<file path="src/sample_fifo.sv">
/*
 * Holds no logic: the sample FIFO module is declared in the same file as the
 * converter output port, which keeps all of the block's logic in one file.
 * Assumes nothing of its surroundings.
 */

</file>
<file path="src/conv_port_pkg.sv">
/*
 * Shared constants and types for the converter output port: code width,
 * saturation codes, pipeline latency, timing figures and the sample carrier.
 * Assumes a single 20 MHz system clock and a synchronous active-high reset.
 */
package conv_port_pkg;

    localparam int          CODE_W          = 10;
    localparam logic [9:0]  CODE_ZERO       = 10'h000;
    localparam logic [9:0]  CODE_FULL       = 10'h3FF;
    localparam int          CODE_MAX        = 1023;
    localparam int          LATENCY_CYC     = 2;
    localparam int          CLK_PERIOD_NS   = 50;
    localparam int          MAX_RATE_MSPS   = 30;
    localparam int          OUT_DELAY_NS    = 25;
    localparam int          OUT_DELAY_CYC   =
        (OUT_DELAY_NS / CLK_PERIOD_NS) < 1 ? 1 : (OUT_DELAY_NS / CLK_PERIOD_NS);
    localparam int          WAKE_TIME_NS    = 700;
    localparam int          WAKE_TIME_CYC   =
        (WAKE_TIME_NS + CLK_PERIOD_NS - 1) / CLK_PERIOD_NS;
    localparam int          FIFO_DEPTH      = 16;
    localparam logic [10:0] RAW_SPAN_TOP    = 11'h3_FF;
    localparam int          RAW_W           = 12;

    // Raw quantiser result with range flags
    typedef struct packed {
        logic              under;
        logic              over;
        logic [CODE_W-1:0] code;
    } sample_type;

    typedef enum logic [1:0] {
        ST_SLEEP,
        ST_FILL,
        ST_RUN
    } run_state_type;

endpackage

</file>
<file path="src/conv_output_port.sv">
/*
 * Digital side of a 10-bit pipelined sampling converter: samples the
 * quantiser on each falling conversion-clock edge, clamps out-of-range
 * values, buffers samples in a FIFO and presents each word on a three-state
 * bus two conversion cycles later. Assumes the conversion clock, sleep
 * request and enable pins are asynchronous to clk_i, and that the quantiser
 * result is stable from the conversion clock's falling edge until that fall is detected.
 */
// What this block does
// - A sample is taken at each falling edge of the conversion clock.
// - A sample's word reaches the bus two conversion cycles after its falling edge.
// - A fresh word is presented every conversion cycle from the third falling edge after wake, once the pipe has filled.
// - Conversion runs only while the clock toggles and sleep request is low.
// - With enable low and sleep request low the bus is driven with the current word.
// - With enable or sleep request high every bus pin is released.
// - Under-range input gives an all-zero word.
// - Over-range input gives an all-one word.
// - Words are ten bits wide, codes 0 to 1023, at conversion rates up to a quarter of the clk_i rate, well below the rated maximum.
// - The bus changes only after a falling edge and the old word holds until then.
// - The new word is valid about four clk_i cycles after the edge, longer than the maximum clock to output delay.
// - Saturated words read 3FF for over-range and 000 for under-range.
module conv_output_port
    import conv_port_pkg::*;
#(
    parameter int FIFO_DEPTH_P = conv_port_pkg::FIFO_DEPTH
) (
    // Clock and reset
    input  wire logic                               clk_i,
    input  wire logic                               rst_i,
    // Pins from capture logic
    input  wire logic                               conv_clk_i,
    input  wire logic                               sleep_request_i,
    input  wire logic                               out_enable_n_i,
    // Quantiser result
    input  wire conv_port_pkg::sample_type          raw_sample_i,
    // Output bus
    output logic [conv_port_pkg::CODE_W-1:0]        data_o,
    output logic [conv_port_pkg::CODE_W-1:0]        data_oe_o,
    output logic                                    word_strobe_o,
    output logic                                    wake_done_o,
    output logic                                    overflow_o
);
    import conv_port_pkg::*;

    // ********************************************************************
    // Pin synchronisers
    // ********************************************************************
    logic [2:0] cclk_sync_r;
    logic [2:0] sleep_sync_r;
    logic [2:0] oen_sync_r;
    logic       cclk_lvl_r;
    logic       sleep_lvl_r;
    logic       oen_lvl_r;
    logic       fall_evt;

    // Later stages agree, so a pin change is taken as settled
    function automatic logic settled(input logic [2:0] s);
        return s[1] == s[2];
    endfunction

    always_ff @(posedge clk_i) begin
        if (rst_i) begin
            cclk_sync_r  <= 3'h0;
            sleep_sync_r <= 3'h7;
            oen_sync_r   <= 3'h7;
        end else begin
            cclk_sync_r  <= {cclk_sync_r[1:0], conv_clk_i};
            sleep_sync_r <= {sleep_sync_r[1:0], sleep_request_i};
            oen_sync_r   <= {oen_sync_r[1:0], out_enable_n_i};
        end
    end

    // A change counts once the second and third stages agree
    always_ff @(posedge clk_i) begin
        if (rst_i) begin
            cclk_lvl_r  <= 1'b0;
            sleep_lvl_r <= 1'b1;
            oen_lvl_r   <= 1'b1;
        end else begin
            if (settled(cclk_sync_r)) begin
                cclk_lvl_r <= cclk_sync_r[2];
            end
            if (settled(sleep_sync_r)) begin
                sleep_lvl_r <= sleep_sync_r[2];
            end
            if (settled(oen_sync_r)) begin
                oen_lvl_r <= oen_sync_r[2];
            end
        end
    end

    assign fall_evt = cclk_lvl_r && settled(cclk_sync_r) && !cclk_sync_r[2];

    // ********************************************************************
    // Clamp
    // ********************************************************************
    // ten-bit code out
    function automatic logic [CODE_W-1:0] clamp_code(input sample_type s);
        if (s.under) begin
            return CODE_ZERO;
        end else if (s.over) begin
            return CODE_FULL;
        end else begin
            return s.code;
        end
    endfunction

    // ********************************************************************
    // Run control
    // ********************************************************************
    run_state_type state_r;
    logic [1:0]    fill_cnt_r;
    logic [9:0]    wake_cnt_r;
    logic          running;

    always_ff @(posedge clk_i) begin
        if (rst_i) begin
            state_r    <= ST_SLEEP;
            fill_cnt_r <= 2'h0;
        end else begin
            case (state_r)
                ST_SLEEP: begin
                    fill_cnt_r <= 2'h0;
                    if (!sleep_lvl_r) begin
                        state_r <= ST_FILL;
                    end
                end
                ST_FILL: begin
                    if (sleep_lvl_r) begin
                        state_r <= ST_SLEEP;
                    end else if (fall_evt) begin
                        fill_cnt_r <= fill_cnt_r + 2'h1;
                        if (fill_cnt_r == 2'(LATENCY_CYC - 1)) begin
                            state_r <= ST_RUN;
                        end
                    end
                end
                ST_RUN: begin
                    if (sleep_lvl_r) begin
                        state_r <= ST_SLEEP;
                    end
                end
                default: state_r <= ST_SLEEP;
            endcase
        end
    end

    assign running = (state_r != ST_SLEEP) && !sleep_lvl_r;

    // Wake time count, a status hint for the capture side
    always_ff @(posedge clk_i) begin
        if (rst_i || sleep_lvl_r) begin
            wake_cnt_r  <= 10'h000;
            wake_done_o <= 1'b0;
        end else if (wake_cnt_r != 10'(WAKE_TIME_CYC)) begin
            wake_cnt_r  <= wake_cnt_r + 10'h001;
        end else begin
            wake_done_o <= 1'b1;
        end
    end

    // ********************************************************************
    // Sample buffer
    // ********************************************************************
    logic              take;
    logic              fifo_in_ready;
    logic              fifo_out_valid;
    logic [CODE_W-1:0] fifo_out_data;
    logic              pop;

    // capture at falling edge while running
    assign take = running && fall_evt;
    // one word leaves per edge once the pipe is full
    assign pop  = take && (state_r == ST_RUN);

    sample_fifo #(
        .WIDTH (CODE_W),
        .DEPTH (FIFO_DEPTH_P)
    ) u_fifo (
        .clk_i       (clk_i),
        .rst_i       (rst_i || !running),
        .in_valid_i  (take),
        .in_ready_o  (fifo_in_ready),
        .in_data_i   (clamp_code(raw_sample_i)),
        .out_valid_o (fifo_out_valid),
        .out_ready_i (pop),
        .out_data_o  (fifo_out_data)
    );

    // Drain keeps pace with fill, so a refused push marks a lost sample
    always_ff @(posedge clk_i) begin
        if (rst_i) begin
            overflow_o <= 1'b0;
        end else if (take && !fifo_in_ready) begin
            overflow_o <= 1'b1;
        end
    end

    // ********************************************************************
    // Output bus
    // ********************************************************************
    // word changes only on the edge, one cycle after detect
    always_ff @(posedge clk_i) begin
        if (rst_i) begin
            data_o        <= CODE_ZERO;
            word_strobe_o <= 1'b0;
        end else begin
            word_strobe_o <= pop && fifo_out_valid;
            if (pop && fifo_out_valid) begin
                data_o <= fifo_out_data;
            end
        end
    end

    // drive only when enabled and awake
    always_ff @(posedge clk_i) begin
        if (rst_i) begin
            data_oe_o <= {CODE_W{1'b0}};
        end else begin
            data_oe_o <= {CODE_W{!oen_lvl_r && !sleep_lvl_r}};
        end
    end
endmodule

// ************************************************************************
// Sample FIFO, valid/ready on both sides, synchronous active-high reset
// ************************************************************************
module sample_fifo #(
    parameter int WIDTH = 12,
    parameter int DEPTH = 16
) (
    // Clock and reset
    input  wire logic             clk_i,
    input  wire logic             rst_i,
    // Fill side
    input  wire logic             in_valid_i,
    output logic                  in_ready_o,
    input  wire logic [WIDTH-1:0] in_data_i,
    // Drain side
    output logic                  out_valid_o,
    input  wire logic             out_ready_i,
    output logic [WIDTH-1:0]      out_data_o
);
    localparam int AW = $clog2(DEPTH);

    logic [WIDTH-1:0] mem_r [DEPTH];
    logic [AW-1:0]    wr_ptr_r;
    logic [AW-1:0]    rd_ptr_r;
    logic [AW:0]      count_r;
    logic             push;
    logic             pop;

    assign in_ready_o  = (count_r != (AW+1)'(DEPTH));
    assign out_valid_o = (count_r != '0);
    assign out_data_o  = mem_r[rd_ptr_r];
    assign push        = in_valid_i && in_ready_o;
    assign pop         = out_valid_o && out_ready_i;

    always_ff @(posedge clk_i) begin
        if (push) begin
            mem_r[wr_ptr_r] <= in_data_i;
        end
    end

    always_ff @(posedge clk_i) begin
        if (rst_i) begin
            wr_ptr_r <= '0;
            rd_ptr_r <= '0;
            count_r  <= '0;
        end else begin
            if (push) begin
                wr_ptr_r <= (wr_ptr_r == AW'(DEPTH-1)) ? '0 : wr_ptr_r + 1'b1;
            end
            if (pop) begin
                rd_ptr_r <= (rd_ptr_r == AW'(DEPTH-1)) ? '0 : rd_ptr_r + 1'b1;
            end
            count_r <= count_r + (AW+1)'(push) - (AW+1)'(pop);
        end
    end
endmodule

</file>
<file path="config.mk">
export PLATFORM = sky130hd
export DESIGN_NAME = conv_output_port
export DESIGN_NICKNAME = d
export VERILOG_FILES = /design/src/sample_fifo.sv /design/src/conv_port_pkg.sv /design/src/conv_output_port.sv
export SDC_FILE = /design/constraint.sdc
export NUM_CORES = 1
export LEC_CHECK = 0
export ABC_AREA = 1
export BUFFER_PORTS_ARGS = -buffer_cell sky130_fd_sc_hd__buf_2
export CORE_MARGIN = 5
export CORE_UTILIZATION = 40
export DETAILED_ROUTE_END_ITERATION = 10
export GPL_ROUTABILITY_DRIVEN = 0
export HOLD_SLACK_MARGIN = 0.08
export PLACE_DENSITY = 0.59
export SLEW_MARGIN = 10
export SYNTH_ARGS = -nofsm -noshare
export SYNTH_HDL_FRONTEND = slang
export SYNTH_SLANG_ARGS = --single-unit
</file>
<file path="constraint.sdc">
create_clock -name clk_i -period 2.8 [get_ports clk_i]
set_clock_uncertainty 0.05 [all_clocks]
set_input_delay 0.56 -clock clk_i [delete_from_list [all_inputs] [get_ports clk_i]]
set_output_delay 0.56 -clock clk_i [all_outputs]
set_load 0.1 [all_outputs]
</file>
-- After elaboration in Yosys (flattened, before gate mapping)
Memories as Yosys holds them, arrays and structs flattened. A register that Yosys moved wholly into a read port is not among the register bits.
Index checks and enable logic that the tools add are counted.
Widths: inputs -> output; s select.
- flip-flop bits (word level): 43
- bits in writable memories: 160
- input port bits: 17
- output and inout bits: 23
- logic and storage cells: 76
- memories kept: 1
- $add $sub $neg: 6
- eq/ne operators: 16
- mux-type cells: 15
- reductions and logical operators: 22
- memory list (memory ; depth ; width ; read ports ; clocked after Yosys merged registers in ; wr ports ; RTL line ; RTL):
    u_fifo.mem_r ; 16 ; 10 ; 1 ; 1 ; 1 ; conv_output_port.sv:246 ; logic [WIDTH-1:0] mem_r [DEPTH];
- operator list (cell ; count):
    $mux 10 ; 2
    $mux 2 ; 7
    $add 10x1->10 const B ; 1
    $ne 10x4->1 const B ; 1
    $logic_and 1x1->1 ; 9
    $add 4x1->4 const B ; 2
    $eq 4x4->1 const B ; 2
    $mux 4 ; 2
    $ne 2x2->1 const B ; 4
    $ne 3x3->1 const B ; 2
    $pmux 2 s3 ; 1
    $add 5x1->5 ; 1
    $logic_not 1->1 ; 5
    $ne 5x5->1 const B ; 1
    $reduce_bool 5->1 ; 1
    $sub 5x1->5 ; 1
    $eq 2x1->1 const B ; 2
    $pmux 2 s2 ; 1
    $reduce_and 4->1 ; 1
    $reduce_bool 2->1 ; 2
    $eq 1x1->1 ; 3
    $reduce_and 3->1 ; 1
    $add 2x1->2 const B ; 1
    $eq 2x2->1 const B ; 1
    other kinds (3) ; 5

-- Longest topological paths before layout
- depth in word-level cells: 7
- depth in mapped cells: 18
- mapped depth without buffers: 17

-- Modules after synthesis
A second synthesis with hierarchy kept.
- cells, all modules: 978
- area, all modules: 9467.8 um^2
- by module, submodules not included (module ; instances ; cells each ; area each (um^2) ; seq. area each (um^2)):
    sample_fifo ; 1 ; 727 ; 7628.6 ; 5144.9
    conv_output_port ; 1 ; 251 ; 1839.3 ; 800.8

-- Worst setup path before layout
No wires, ideal clock.
- path type: register to register
- start: register cclk_sync_r[2]
- end: register u_fifo.count_r[4]
- setup time: 120 ps
- arrival time: 2310 ps
- data required time: 2630 ps
- path slack: 320 ps
- stages on the path, launching flop included: 18
- path buffers: 1
- clock period less this slack: 2480 ps
- cell sequence: dfxtp_1 nor3_4 nand2_4 nor2_4 nand2_4 inv_4 buf_8 ha_1 inv_1 ha_1 inv_1 fa_1 inv_1 a21oi_1 nor2_1 nor2_1 o21ai_0 a21oi_1
- longest elaborated chain between the ends: 7
- elaborated cells between the ends (all ways): 10
- classes of those cells: add/sub: 2; eq/ne: 1; reduce/logical: 7
- ends and longest elaborated chain (element ; RTL line ; RTL):
    from (decl) ; conv_output_port.sv:48 ; logic [2:0] cclk_sync_r;
    from (signal assigned) ; conv_output_port.sv:67 ; cclk_sync_r <= {cclk_sync_r[1:0], conv_clk_i};
    $eq 1x1->1 ; conv_output_port.sv:58 ; return s[1] == s[2];
    $logic_and 1x1->1 ; conv_output_port.sv:92 ; assign fall_evt = cclk_lvl_r && settled(cclk_sync_r) && !cclk_sync_r[2];
    $logic_and 1x1->1 (*) ; conv_output_port.sv:92 ;
    $logic_and 1x1->1 (*) ; conv_output_port.sv:172 ; assign take = running && fall_evt;
    $logic_and 1x1->1 (*) ; conv_output_port.sv:174 ; assign pop = take && (state_r == ST_RUN);
    $logic_and 1x1->1 (*) ; conv_output_port.sv:257 ; assign pop = out_valid_o && out_ready_i;
    named net u_fifo.pop ; conv_output_port.sv:251 ; logic pop;
    $sub 5x1->5 (*) ; conv_output_port.sv:277 ; count_r <= count_r + (AW+1)'(push) - (AW+1)'(pop);
    to (signal assigned) ; conv_output_port.sv:277 ;
    to (decl) ; conv_output_port.sv:249 ; logic [AW:0] count_r;
Mark *: on every way through the listed nets, which the timed path passes. The rest lies on a longest branch.
A chain may end at the register's enable or synchronous reset.

-- Worst setup path in the final report
- start: register cclk_lvl_r
- end: register u_fifo.count_r[4]
- longest elaborated chain between the ends: 6
- elaborated cells between the ends (all ways): 8
- classes of those cells: add/sub: 2; reduce/logical: 6
- ends and longest elaborated chain (element ; RTL line ; RTL):
    from (decl) ; conv_output_port.sv:51 ; logic cclk_lvl_r;
    from (signal assigned) ; conv_output_port.sv:81 ; cclk_lvl_r <= cclk_sync_r[2];
    $logic_and 1x1->1 (*) (2 in a row) ; conv_output_port.sv:92 ;
    $logic_and 1x1->1 (*) ; conv_output_port.sv:172 ;
    $logic_and 1x1->1, on equally long branches ; conv_output_port.sv:256, conv_output_port.sv:174 ;
    $add 5x1->5 or $logic_and 1x1->1 (tied branches) ; conv_output_port.sv:277, conv_output_port.sv:257 ;
    $sub 5x1->5 (*) ; conv_output_port.sv:277 ;
Mark *: on every way between the ends. The rest lies on a longest branch, timed or not.

==> flow_metrics.tcl <==
set metrics [dict create \
    p_clk_share_pct 47.0 \
    crit_path_start_kind "flip-flop" \
    setup_violations 0 \
    setup.worst_path.start "cclk_lvl_r" \
    chipHeight_um 163 \
    first_global_vias 5973 \
    syn_area_um2 9330 \
    syn_nets 1010 \
    muxShareOfSynthArea_pct 0 \
    grt_pass1_wl_um 32300 \
    drt_iter0_drc 461 \
    diodes 0 \
    synth_compound_area_share_pct 2.99 \
    syn_to_final_growth_pct 14.9 \
    drc 0 \
    switching_power_uw 1230 \
    fmax_mhz 392 \
    cts_max_level 1 \
    final_core_util_pct 47.0 \
    synth-xor-area-share_pct 0.563 \
    clockRootBuffer "clkbuf_16" \
    hp-start "out_enable_n_i" \
    multi_input_area_um2 2650 \
    io_pins 40 \
    fin_crit_sh_pct 91.2 \
    worst_pin_slew_ps 1130 \
    cts.path.max_buffers 3 \
    antenna_left 0 \
    intPower_uw 5380 \
    powerDensity_nw_per_um2 617 \
    start_util_pct 41.0 \
    ys.flop_type "edfxtp_1" \
    grt-ovfl-total 0 \
    numCtsBuffers 23 \
    drive_above_1_share_pct 12.6 \
    rsz0062_at_grt "no" \
    via_per_inst 4.74 \
    routedWlPerCell_um 15.1 \
    ys_warn_count 0 \
    synth-simple-area-share_pct 22.8 \
    seq_area_um2 5870 \
    fin_tns_setup_ps 0 \
    syn_inst 978 \
    cp.required_ps 3130 \
    io_buffers 39 \
    die_area_um2 26500 \
    crit_fanout 14 \
    path_clk_slew_ps 60 \
    synth.avg_cell_area_um2 9.54 \
    leakage_uw 0.00447 \
    grt_usage_pct 15.5 \
    cts_tree "done" \
    r2r_cells 17 \
    grt_max_degree 52 \
    combPwrFrac_pct 1.5 \
    p_sw_share_pct 18.5 \
    whs_path_depth 2 \
    relSlewSlack_pct 24.7 \
    status "complete, no violations" \
    nFillCells 2119 \
    ys_types 34 \
    critPathKind "flip-flop to flip-flop" \
    hold_class "input pin to flip-flop" \
    via_count 6417 \
    synth_edf_count 160 \
    ys_async_sr_fraction_pct 0 \
    maxCapViolations 0 \
    peakVddDrop_uv 362 \
    synth_seq_cells 213 \
    synth_top_family_by_area "simple AND/OR/NAND/NOR gates" \
    coreArea_um2 22800 \
    synthAdderAreaFrac_pct 2.09 \
    dp_hpwl_um 13100 \
    antenna_found_initial 0 \
    clock_latency_ps 500 \
    die_w_um 163 \
    pwr-share-seq_pct 51.5 \
    ctsHoldBuffers 0 \
    synth_seq_area_share_pct 62.9 \
    r2r-start "cclk_lvl_r" \
    worst-endpoint-arrival_ps 2890 \
    first_pass_iters 5 \
    rows 55 \
    drt_wl_total_um 20500 \
    end_kind "flip-flop" \
    finalHoldViolCount 0 \
    nets 1059 \
    clock_sinks 213 \
    slew_viol_final 0 \
    period_needed_ps 2550 \
]
==> worst max-delay path: stages, from the launching register on <==
cell and delay (ps):
dfxtp_1 330, inv_1 70, nor3_4 270, nand2_4 100
nor2_4 120, nand2_4 80, inv_8 90, ha_1 230
inv_1 50, ha_1 150, inv_1 50, fa_1 380
inv_1 80, a21oi_1 60, nor2_1 80, nor2_1 50
o21ai_0 140, a21oi_1 60
==> per-layer routing <==
metal,up-vias,track usage [%],part of all wire [%]
met5,-,0,0
met4,0,4.61,3.1
met3,43,2.91,6.1
met2,170,24.4,44
met1,2964,21.9,47
li1,3240,-,-
==> placed cells by master (no fill, tap or decap), types with 6 or more instances in the layout <==
cell type / netlist / final
nand2_1: 283 / 283
edfxtp_1: 160 / 160
inv_1: 144 / 144
nand3_1: 123 / 123
nor2_1: 63 / 63
dfxtp_1: 53 / 52
buf_2: 15 / 39
buf_4: 9 / 34
a21oi_1: 27 / 27
clkbuf_16: 0 / 23
ha_1: 14 / 14
o21ai_0: 11 / 11
nor3_1: 7 / 7
a21oi_2: 7 / 7
nand4_1: 6 / 6
or2_2: 6 / 6
==> power groups by stage <==
stage,Clock (µW),Combinational (µW),Sequential [µW]
2_1_floorplan,0,41.1,3470
3_3_place_gp,0,98.5,3470
3_5_place_dp,0,99.8,3470
4_1_cts,3190,99.1,3410
5_1_grt,3320,107,3400
6_report,3110,97.4,3410
==> synthesized netlist by cell type (9+ instances only) <==
library cell | number | area share [%]
a21oi_1 | 27 | 1.4
buf_2 | 15 | 0.80
buf_4 | 9 | 0.72
clkbuf_1 | 22 | 0.89
dfxtp_1 | 53 | 11
edfxtp_1 | 160 | 52
ha_1 | 14 | 1.9
inv_1 | 144 | 5.8
nand2_1 | 283 | 11
nand3_1 | 123 | 6.6
nor2_1 | 63 | 2.5
o21ai_0 | 11 | 0.59
==> stage by stage <==
step                instance area, µm²  worst slack (ps)  total power, µW  hold WS (ps)  cells
floorplan                         9330               320             3510           338    978
global placement                  9920               257             3570           354   1314
detailed placement                9920               225             3570           350   1314
CTS                              10700               215             6690           174   1354
global route                     10700              4.30             6830           188   1355
finish                           10700               246             6610           193   1355
==> what timing repair did <==
| item | CTS | global route |
|---|---|---|
| endpoints found under the hold margin | 0 | 0 |
| setup endpoints to repair | 0 | 1 |
| resized for setup | 0 | 2 |
| setup buffers | 0 | 1 |
==> path summary, 6_finish.rpt <==
check,to,slack [ps]
max,u_fifo.count_r[4],250
min,oen_sync_r[0],190
max reg2reg,u_fifo.count_r[4],250
min reg2reg,oen_sync_r[1],360
==> cell type report <==
type                            count  area share, %
Clock buffer                       26           5.48
Clock inverter                     14           1.79
Inverter                          146           5.18
Multi-Input combinational cell    569           24.8
Sequential cell                   213           54.8
Tap cell                          313           3.65
Timing Repair Buffer               74           4.39
==> sequential cells by signal (all words and copies together), names as in the netlist <==
signal	cells
wake_done_o	1
u_fifo.mem_r	160
word_strobe_o	1
sleep_sync_r	3
overflow_o	1
data_o	10
sleep_lvl_r	1
cclk_sync_r	3
oen_lvl_r	1
cclk_lvl_r	1
u_fifo.rd_ptr_r	4
fill_cnt_r	2
state_r	2
oen_sync_r	3
wake_cnt_r	10
data_oe_o	1
u_fifo.wr_ptr_r	4
u_fifo.count_r	5
==> kinds of logic (layout without fill, tap and decap cells) <==
kind of cell / count (synthesis) / after routing
AO/OA/AOI/OAI: 49 / 49
AND/OR/NAND/NOR: 499 / 499
adder cells (fa/ha/maj): 15 / 15
XOR/XNOR: 6 / 6
flip-flops: 213 / 213
buffers and inverters: 196 / 260
No activity file was read; power rests on OpenSTA's default activity.
